<file path="src/core/relay_pkg.sv">
// Shared constants, types and carriers of the safety relay supervisor
package relay_pkg;

    // Clock rate and derived cycle counts
    localparam int CLK_MHZ          = 250;
    localparam int TICK_US          = 1000;
    localparam int TICK_CYCLES      = TICK_US * CLK_MHZ;
    localparam int RESET_MIN_MS     = 100;
    localparam int RESET_MIN_CYCLES = RESET_MIN_MS * 1000 * CLK_MHZ;
    localparam int FLASH_HALF_MS    = 250;

    // Off-delay table in milliseconds, index is the decoded link selection
    localparam int DELAY_W = 12;
    localparam logic [3:0][DELAY_W-1:0] SHORT_DELAYS_MS = {12'h5DC, 12'h3E8, 12'h1F4, 12'h000};
    localparam logic [3:0][DELAY_W-1:0] LONG_DELAYS_MS  = {12'hBB8, 12'h7D0, 12'h3E8, 12'h000};

    // Input wiring options
    typedef enum logic [2:0] {
        OPT_SINGLE     = 3'h1,
        OPT_DUAL_NO    = 3'h2,
        OPT_ANTIVALENT = 3'h3,
        OPT_ZERO_VOLT  = 3'h4,
        OPT_MAT        = 3'h5
    } input_option_t;

    // Supervisor states, one-hot
    typedef enum logic [5:0] {
        ST_IDLE  = 6'h01,
        ST_ARMED = 6'h02,
        ST_HOLD  = 6'h04,
        ST_ON    = 6'h08,
        ST_DELAY = 6'h10,
        ST_SPARE = 6'h20
    } sup_state_t;

    // Sensed safety inputs
    typedef struct packed {
        logic first_channel_input;
        logic second_channel_input;
        logic closed_idle_channel_input;
        logic zero_volt_channel_input;
        logic short_detected;
    } channel_in_t;

    // Relay drive pairs
    typedef struct packed {
        logic [1:0] direct;
        logic [1:0] delayed;
    } relay_out_t;

endpackage : relay_pkg

</file>
<file path="src/core/safety_relay_supervisor.sv">
// Supervisor of a dual-channel safety relay with delayable outputs
//
// Behaviour
// - Single channel: outputs on only while first channel closed, off when it opens.
// - Dual NO: both channels closed to enable; either opening drops outputs.
// - Dual NO: reset refused until both channels seen open after a trip.
// - Antivalent: NO closed and NC open to enable; change or short drops.
// - Antivalent: no re-enable until both inputs back in idle positions.
// - Zero-volt option acts like dual NO and drops on cross short.
// - Mat: both contacts made to enable; press or short drops and flashes.
// - Manual reset needs a close then open of the reset contact.
// - Reset closures shorter than the minimum time are ignored.
// - Linked autoreset activates outputs as soon as inputs are satisfied.
// - Contactor test contacts in the reset path must be closed to activate.
// - Four NO outputs, two delayable, plus one NC information output.
// - Inputs-satisfied indicator follows input conditions regardless of outputs.
// - Direct indicator only while both direct relays are on.
// - Delayed indicator only while both delayable relays are on.
// - Off-delay chosen by three strapped select links, sampled by the device.
// - Short range offers 0, 0.5, 1.0 and 1.5 s off-delays.
// - Long range offers 0, 1.0, 2.0 and 3.0 s off-delays.
// - Direct pair drops at once; delayable pair at once or after delay.
// - No reset while any output, or its running delay, is energized.
// - Power LED flashes on low supply and on mat actuation.
`timescale 1ns/10ps
module safety_relay_supervisor
    import relay_pkg::*;
#(
    parameter bit LONG_RANGE       = 1'b0,
    parameter int TICK_CYCLES      = relay_pkg::TICK_CYCLES,
    parameter int RESET_MIN_CYCLES = relay_pkg::RESET_MIN_CYCLES
) (
    // Clock and reset
    input  wire logic                     mclk,
    input  wire logic                     rst_n,
    // Configuration straps
    input  wire relay_pkg::input_option_t input_option,
    input  wire logic                     delay_select_link_a,
    input  wire logic                     delay_select_link_b,
    input  wire logic                     delay_select_link_c,
    // Safety inputs and supply monitor
    input  wire relay_pkg::channel_in_t   channels,
    input  wire logic                     supply_low,
    // Reset path, contactor test contacts in series
    input  wire logic                     reset_input,
    input  wire logic                     autoreset_link_input,
    // Relay outputs
    output relay_pkg::relay_out_t         relays,
    output logic                          info_nc_output,
    // Indicators
    output logic                          inputs_satisfied_indicator,
    output logic                          direct_outputs_indicator,
    output logic                          delayed_outputs_indicator,
    output logic                          power_led
);

    import relay_pkg::*;

    localparam int TICK_W = $clog2(TICK_CYCLES + 1);
    localparam int HOLD_W = $clog2(RESET_MIN_CYCLES + 1);
    localparam int BLNK_W = $clog2(FLASH_HALF_MS + 1);

    // Input conditions of each wiring option
    function automatic logic cond_met(input input_option_t opt, input channel_in_t ch);
        logic r;
        r = 1'b0;
        case (opt)
            OPT_SINGLE:     r = ch.first_channel_input;
            OPT_DUAL_NO:    r = ch.first_channel_input && ch.second_channel_input;
            OPT_ANTIVALENT: r = ch.first_channel_input && !ch.closed_idle_channel_input && !ch.short_detected;
            OPT_ZERO_VOLT:  r = ch.first_channel_input && ch.zero_volt_channel_input && !ch.short_detected;
            OPT_MAT:        r = ch.first_channel_input && ch.zero_volt_channel_input && !ch.short_detected;
            default:        r = 1'b0;
        endcase
        return r;
    endfunction : cond_met

    // Rest positions that must be seen before a new reset is accepted
    function automatic logic at_rest(input input_option_t opt, input channel_in_t ch);
        logic r;
        r = 1'b0;
        case (opt)
            OPT_SINGLE:     r = 1'b1;
            OPT_DUAL_NO:    r = !ch.first_channel_input && !ch.second_channel_input;
            OPT_ANTIVALENT: r = !ch.first_channel_input && ch.closed_idle_channel_input && !ch.short_detected;
            OPT_ZERO_VOLT:  r = !ch.first_channel_input && !ch.zero_volt_channel_input;
            OPT_MAT:        r = 1'b1;
            default:        r = 1'b0;
        endcase
        return r;
    endfunction : at_rest

    // Links to a four-way selection, first link found wins
    function automatic logic [1:0] link_decode(input logic a, input logic b, input logic c);
        logic [1:0] r;
        r = a ? 2'h1 : b ? 2'h2 : c ? 2'h3 : 2'h0;
        return r;
    endfunction : link_decode

    sup_state_t          state_r;
    sup_state_t          state_nxt;
    logic [TICK_W-1:0]   tick_cnt_r;
    logic [HOLD_W-1:0]   hold_cnt_r;
    logic [BLNK_W-1:0]   blink_cnt_r;
    logic                blink_r;
    logic [1:0]          delay_sel_r;
    logic                tick;
    logic                satisfied;
    logic                rest_ok;
    logic                hold_done;
    logic                auto_mode;
    logic                delay_zero;
    logic                start_delay;
    logic                timer_expired;
    logic                flash_req;
    logic [DELAY_W-1:0]  delay_ms;
    logic                direct_nxt;
    logic                delayed_nxt;
    logic                direct_r [2];
    logic                delayed_r [2];

    // Decoded conditions
    assign satisfied   = cond_met(input_option, channels);
    assign rest_ok     = at_rest(input_option, channels);
    assign auto_mode   = autoreset_link_input;
    assign hold_done   = hold_cnt_r >= HOLD_W'(RESET_MIN_CYCLES - 1);
    assign tick        = tick_cnt_r == TICK_W'(TICK_CYCLES - 1);
    assign delay_ms    = LONG_RANGE ? LONG_DELAYS_MS[delay_sel_r]
                                    : SHORT_DELAYS_MS[delay_sel_r];
    assign delay_zero  = delay_ms == '0;
    assign start_delay = (state_r == ST_ON) && (state_nxt == ST_DELAY);
    assign flash_req   = supply_low || ((input_option == OPT_MAT) && !satisfied);

    // Millisecond tick divider
    always_ff @(posedge mclk) begin
        if (!rst_n || tick) begin
            tick_cnt_r <= '0;
        end else begin
            tick_cnt_r <= tick_cnt_r + 1'b1;
        end
    end

    // Delay links sampled every cycle
    always_ff @(posedge mclk) begin
        if (!rst_n) begin
            delay_sel_r <= 2'h0;
        end else begin
            delay_sel_r <= link_decode(delay_select_link_a, delay_select_link_b, delay_select_link_c);
        end
    end

    // Reset closure length, counted only while held closed
    always_ff @(posedge mclk) begin
        if (!rst_n || state_r != ST_HOLD) begin
            hold_cnt_r <= '0;
        end else if (!hold_done) begin
            hold_cnt_r <= hold_cnt_r + 1'b1;
        end
    end

    // Supervisor sequence
    always_comb begin
        state_nxt = state_r;
        case (state_r)
            ST_IDLE: begin
                if (rest_ok) begin
                    state_nxt = ST_ARMED;
                end
            end
            ST_ARMED: begin
                if (satisfied && reset_input && auto_mode) begin
                    state_nxt = ST_ON;
                end else if (satisfied && reset_input) begin
                    state_nxt = ST_HOLD;
                end
            end
            ST_HOLD: begin
                if (!satisfied) begin
                    state_nxt = ST_ARMED;
                end else if (!reset_input) begin
                    state_nxt = hold_done ? ST_ON : ST_ARMED;
                end
            end
            ST_ON: begin
                if (!satisfied) begin
                    state_nxt = delay_zero ? ST_IDLE : ST_DELAY;
                end
            end
            ST_DELAY: begin
                if (timer_expired) begin
                    state_nxt = ST_IDLE;
                end
            end
            default: state_nxt = ST_IDLE;
        endcase
    end

    // State register, power-up starts idle with outputs off
    always_ff @(posedge mclk) begin
        if (!rst_n) begin
            state_r <= ST_IDLE;
        end else begin
            state_r <= state_nxt;
        end
    end

    // Off-delay timer for the delayable pair
    off_delay_timer #(
        .W          (DELAY_W)
    ) u_delay (
        .mclk       (mclk),
        .rst_n      (rst_n),
        .tick       (tick),
        .load       (start_delay),
        .load_value (delay_ms),
        .expired    (timer_expired)
    );

    // Relay drive follows the next state
    assign direct_nxt  = state_nxt == ST_ON;
    assign delayed_nxt = (state_nxt == ST_ON) || (state_nxt == ST_DELAY);

    // Both relays of each pair driven as two channels
    for (genvar i = 0; i < 2; i++) begin : g_pair
        always_ff @(posedge mclk) begin
            if (!rst_n) begin
                direct_r[i]  <= 1'b0;
                delayed_r[i] <= 1'b0;
            end else begin
                direct_r[i]  <= direct_nxt;
                delayed_r[i] <= delayed_nxt;
            end
        end
    end

    // Relay pairs gathered onto the output carrier
    assign relays.direct  = {direct_r[1], direct_r[0]};
    assign relays.delayed = {delayed_r[1], delayed_r[0]};

    // Information contact and input indicator
    always_ff @(posedge mclk) begin
        if (!rst_n) begin
            info_nc_output             <= 1'b1;
            inputs_satisfied_indicator <= 1'b0;
        end else begin
            info_nc_output             <= !direct_nxt;
            inputs_satisfied_indicator <= satisfied;
        end
    end

    // Output indicators need both relays of a pair
    assign direct_outputs_indicator  = &relays.direct;
    assign delayed_outputs_indicator = &relays.delayed;

    // Flash generator for the power LED
    always_ff @(posedge mclk) begin
        if (!rst_n) begin
            blink_cnt_r <= '0;
            blink_r     <= 1'b0;
        end else if (tick && blink_cnt_r == BLNK_W'(FLASH_HALF_MS - 1)) begin
            blink_cnt_r <= '0;
            blink_r     <= !blink_r;
        end else if (tick) begin
            blink_cnt_r <= blink_cnt_r + 1'b1;
        end
    end

    // Power LED steady, or flashing on fault
    always_ff @(posedge mclk) begin
        if (!rst_n) begin
            power_led <= 1'b1;
        end else begin
            power_led <= flash_req ? blink_r : 1'b1;
        end
    end

    // Checks on the supervisor
    a_single_drop: assert property (
        @(posedge mclk) disable iff (!rst_n)
        (input_option == OPT_SINGLE && !channels.first_channel_input) |=> relays.direct == 2'h0)
        else $error("single channel open but direct relays on");

    a_dual_drop: assert property (
        @(posedge mclk) disable iff (!rst_n)
        (input_option == OPT_DUAL_NO && !(channels.first_channel_input && channels.second_channel_input))
        |=> relays.direct == 2'h0)
        else $error("dual channel incomplete but direct relays on");

    a_dual_rearm: assert property (
        @(posedge mclk) disable iff (!rst_n)
        (state_r == ST_IDLE && input_option == OPT_DUAL_NO
         && (channels.first_channel_input || channels.second_channel_input)) |=> state_r == ST_IDLE)
        else $error("dual channel armed without both inputs open");

    a_antivalent_drop: assert property (
        @(posedge mclk) disable iff (!rst_n)
        (input_option == OPT_ANTIVALENT && (channels.short_detected || channels.closed_idle_channel_input))
        |=> relays.direct == 2'h0)
        else $error("antivalent fault but direct relays on");

    a_antivalent_rest: assert property (
        @(posedge mclk) disable iff (!rst_n)
        (state_r == ST_IDLE && input_option == OPT_ANTIVALENT && !channels.closed_idle_channel_input)
        |=> state_r == ST_IDLE)
        else $error("antivalent armed outside rest position");

    a_zero_short: assert property (
        @(posedge mclk) disable iff (!rst_n)
        (input_option == OPT_ZERO_VOLT && channels.short_detected) |=> relays.direct == 2'h0)
        else $error("zero volt short but direct relays on");

    a_mat_flash: assert property (
        @(posedge mclk) disable iff (!rst_n)
        (input_option == OPT_MAT && !(channels.first_channel_input && channels.zero_volt_channel_input))
        |=> (relays.direct == 2'h0 && power_led == $past(blink_r)))
        else $error("mat pressed but direct relays on or power led steady");

    a_manual_release: assert property (
        @(posedge mclk) disable iff (!rst_n)
        ($rose(relays.direct[0]) && !$past(auto_mode)) |-> (!$past(reset_input) && $past(reset_input, 2)))
        else $error("manual activation without reset close then open");

    a_min_closure: assert property (
        @(posedge mclk) disable iff (!rst_n)
        ($rose(relays.direct[0]) && !$past(auto_mode)) |-> $past(hold_done))
        else $error("activation after too short reset closure");

    a_auto_start: assert property (
        @(posedge mclk) disable iff (!rst_n)
        (state_r == ST_ARMED && auto_mode && satisfied && reset_input) |=> relays.direct == 2'h3)
        else $error("autoreset did not activate outputs");

    a_delay_refuse: assert property (
        @(posedge mclk) disable iff (!rst_n)
        (state_r == ST_DELAY && !timer_expired)
        |=> (state_r != ST_ON && relays.direct == 2'h0 && relays.delayed == 2'h3))
        else $error("reset accepted while delayed relays still on");

    a_delay_drop: assert property (
        @(posedge mclk) disable iff (!rst_n)
        ($past(rst_n) && $fell(relays.direct[0])) |-> (relays.delayed[0] == !$past(delay_zero)))
        else $error("delayable pair did not follow selected delay");

endmodule : safety_relay_supervisor

</file>
<file path="src/core/off_delay_timer.sv">
// Millisecond down-counter for the delayable relay pair
`timescale 1ns/10ps
module off_delay_timer #(
    parameter int W = 12
) (
    // Clock and reset
    input  wire logic         mclk,
    input  wire logic         rst_n,
    // Control
    input  wire logic         tick,
    input  wire logic         load,
    input  wire logic [W-1:0] load_value,
    // Status
    output logic              expired
);

    logic [W-1:0] cnt_r;
    logic         run_r;

    // Expiry is seen once the loaded count has run down
    assign expired = run_r && (cnt_r == '0);

    // Load, count down on each tick, stop at expiry
    always_ff @(posedge mclk) begin
        if (!rst_n) begin
            cnt_r <= '0;
            run_r <= 1'b0;
        end else if (load) begin
            cnt_r <= load_value;
            run_r <= 1'b1;
        end else if (expired) begin
            run_r <= 1'b0;
        end else if (run_r && tick) begin
            cnt_r <= cnt_r - 1'b1;
        end
    end

endmodule : off_delay_timer

</file>
<file path="config.mk">
export PLATFORM = sky130hd
export DESIGN_NAME = safety_relay_supervisor
export DESIGN_NICKNAME = d
export VERILOG_FILES = /design/src/core/relay_pkg.sv /design/src/core/safety_relay_supervisor.sv /design/src/core/off_delay_timer.sv
export SDC_FILE = /design/constraint.sdc
export NUM_CORES = 1
export LEC_CHECK = 0
export BUFFER_PORTS_ARGS = -buffer_cell sky130_fd_sc_hd__clkbuf_2
export CAP_MARGIN = 30
export CORE_ASPECT_RATIO = 1.1
export CORE_MARGIN = 2
export CORE_UTILIZATION = 55
export CTS_BUF_LIST = sky130_fd_sc_hd__clkbuf_8
export CTS_CLUSTER_DIAMETER = 200
export DETAILED_ROUTE_END_ITERATION = 10
export GPL_TIMING_DRIVEN = 0
export PLACE_DENSITY = 0.84
export SYNTH_ARGS = -nofsm -noshare
export SYNTH_HDL_FRONTEND = slang
export SYNTH_HIERARCHICAL = 1
export SYNTH_SLANG_ARGS = --single-unit
</file>
<file path="constraint.sdc">
create_clock -name mclk -period 5.15 [get_ports mclk]
set_input_delay 1.03 -clock mclk [delete_from_list [all_inputs] [get_ports mclk]]
set_output_delay 1.03 -clock mclk [all_outputs]
set_load 0.02 [all_outputs]
</file>
==> impl_metrics.yaml <==
clock_tree:
  clock-root-buffer: "clkbuf_8"
  holdBufCountCts: 0
  insertion_delay_ns: 0.37
  cts_resized: 0
  clkSinkCount: 80
  cts_tree: "yes"
  htree_levels: 3
  cts_buffers: 9
  path_clk_slew_ns: 0.08
  post_cts_buffers: 0
  cts_buffer_depth: 2
die:
  dieArea_sq_mm: 0.00809
  row_count: 32
  die_w_microns: 85.9
  start_util_pct: 57.3
  io_pins: 25
  coreArea_sq_mm: 0.00709
  fp.dieH_microns: 94.1
route:
  wl_per_cell_microns: 13.5
  drt_iter0_drc: 135
  vias: 3511
  drtPass1Iterations: 5
  drtAntennaViolNets: 0
  wl_microns: 8150
  vias_per_cell: 5.80
  route.detailed.drc: 0
synthesis:
  netlist_top_cells_area: "dfxtp_1 (39%), nor2_1 (5.3%), xnor2_1 (3.9%), xor2_1 (3.9%), ha_1 (3.1%)"
  syn_area_per_cell_sq_um: 8.52
  ys_types: 61
  synth_common_cells: "dfxtp_1 (80), nor2_1 (57), nand2_1 (26)"
  yosys.area.top_type_share_pct: 39.4
  ys_ff_latch: 80
  syn-cell-area_sq_mm: 0.00406
  async_reset_ff_share_pct: 0
  ys_warn_count: 6
  synth-edff-count: 0
  synth_area_leader_cell: "dfxtp_1"
  synth_flop_cell: "dfxtp_1"
  yosys.cell_count.top_type: "dfxtp_1"
  ys_seq_area_share_pct: 39.4
  syn_inst: 477
timing:
  fmax_mhz: 342
  slew_viol_final: 0
  max-slew-margin-rel_pct: 55.2
  skew_ns: 0.0143
  finalSetupViolations: 0
  hold_viol: 0
  post-route-min-period_ns: 2.92
  rsz0062_at_grt: "no"
  min_period_over_period_pct: 56.7
  worst_slew_pin_slew_ns: 0.667
  fin_setup_tns_ns: 0
final_layout:
  antenna_cells: 0
  instances_no_fill: 605
  drive_above_1_share_pct: 12.1
  synthToLayoutAreaGrowth_pct: 11.9
  nNetsFinal: 541
  fillers: 602
flow_run:
  max_cap_violations: 0
global_route:
  grt_max_degree: 15
  grt_pass1_wl_microns: 14200
  overflow: 0
  antenna_found_initial: 0
  track_usage_pct: 21.5
  grt_pass1_vias: 3358
worst_setup_path:
  crit_fanout: 6
  path_class: "reg2reg"
  cp_cell_sequence: "ha_1 > and3_1 > clkbuf_1 > nand2_1 > nor2_1 > nand2_1 > or4_1 > clkbuf_1 > o41a_1 > o311a_1"
  max_stage_delay_ns: 0.41
  critPathCaptureType: "flip-flop"
  rr_startpoint: "tick_cnt_r[0]$_SDFF_PP0_"
  cp_slowest_cell: "or4_1"
  crit_required_ns: 5.40
  critPathLaunch: "tick_cnt_r[0]$_SDFF_PP0_"
  worst_setup_path_start_kind: "flip-flop"
  arrival_ns: 3.17
pwr:
  power_per_cell_area_mw_per_mm2: 270
  ir_drop_uv: 236
  leakagePower_nw: 1.64
  finalPower_mw: 1.23
place:
  dp.cells: 589
  gp_congestion: 0.880
  place_hpwl_microns: 5950
  portBuffers: 24
worst_hold_path:
  hp-start: "tick_cnt_r[0]$_SDFF_PP0_"
  hold_class: "reg2reg"
outcome:
  status: "completed"
sequential cells by signal (all words and copies together) (netlist names), 2 cells and up:
name	flops
blink_cnt_r	8
delay_sel_r	2
delayed_r	2
direct_r	2
hold_cnt_r	25
state_r	6
tick_cnt_r	18
u_delay/cnt_r	12
through the flow:
stage / utilization, % / area [sq um] / worst slack [ns] / hold slack, ns
4_1_cts: 64.1 / 4540 / 2.23 / 0.474
6_report: 64.1 / 4540 / 2.23 / 0.466
2_1_floorplan: - / 4070 / 2.56 / 0.430
3_3_place_gp: 60.7 / 4300 / 2.06 / 0.440
5_1_grt: 64.1 / 4540 / 1.96 / 0.508
3_5_place_dp: 60.7 / 4300 / 2.05 / 0.453
final cells by class:
class	count	area [sq um]	share of cell area [%]
buffer	16	85.1	1.87
multi-input combinational	362	2300	50.7
timing repair buffer	24	120	2.64
clock buffer	9	124	2.73
inverter	22	82.6	1.82
sequential	80	1600	35.2
tap	85	106	2.34
clock inverter	7	120	2.64
path summary, 6_finish.rpt:
check                           depth (start not counted)  slack, ns                       endpoint
worst max-delay path                                   10       2.23  u_delay/cnt_r[6]$_SDFFE_PN0P_
worst min-delay path                                    1       0.47       tick_cnt_r[0]$_SDFF_PP0_
worst max register to register                         10       2.23  u_delay/cnt_r[6]$_SDFFE_PN0P_
worst min register to register                          1       0.47       tick_cnt_r[0]$_SDFF_PP0_
kinds of logic after synthesis:
kind of cell / after synthesis / share of synthesized area, %
AND/OR/NAND/NOR: 231 / 31.9
AO/OA/AOI/OAI: 81 / 13.6
other: 1 / 0.0923
buffers and inverters: 38 / 4.13
XOR/XNOR: 36 / 7.76
flip-flops: 80 / 39.4
adder cells (fa/ha/maj): 10 / 3.08
worst max-delay path: cells and delay by family, from the launching register on:
family                     cells  cell delay (ns)
adders and majority gates      1             0.20
DFF                            1             0.37
buffers and inverters          2             0.41
and+or+nand+nor                5             1.20
AOI/OAI and AO/OA              2             0.64
routing by layer:
metal  vias up  global-route usage, %  share of wire (%)
met3        13                   5.62                3.5
li1       1788                      -                  -
met5         -                      0                  0
met4         0                   7.14                1.3
met2        64                   37.9                 50
met1      1646                   25.1                 45
power breakdown:
| group | leakage [nW] | internal, mW | total, mW | switching [mW] |
|---|---|---|---|---|
| clock network | 0.108 | 0.321 | 0.558 | 0.237 |
| registers | 0.646 | 0.623 | 0.628 | 0.00507 |
| logic | 0.889 | 0.0172 | 0.0419 | 0.0247 |
| total | 1.64 | 0.961 | 1.23 | 0.267 |
layout by cell type, fill, tap and decap left out, types with 4 or more instances in the layout:
master,count
nor4b_1,6
inv_1,22
and4_1,4
clkbuf_8,9
xnor2_1,18
xor2_1,18
or4_1,6
ha_1,10
nor3b_1,5
or3_1,17
a32o_1,4
nand2b_1,10
nand3_1,25
clkbuf_1,9
nor3_1,13
conb_1,4
nand2_1,26
a31oi_1,6
nand4_1,16
clkbuf_2,24
o311a_1,4
and3_1,6
dfxtp_1,80
clkinvlp_4,4
and2_1,9
a21oi_1,19
o21ai_0,23
nor2b_1,7
buf_4,4
or2_2,4
nor2_1,57
Power figures use the tool's default switching activity.
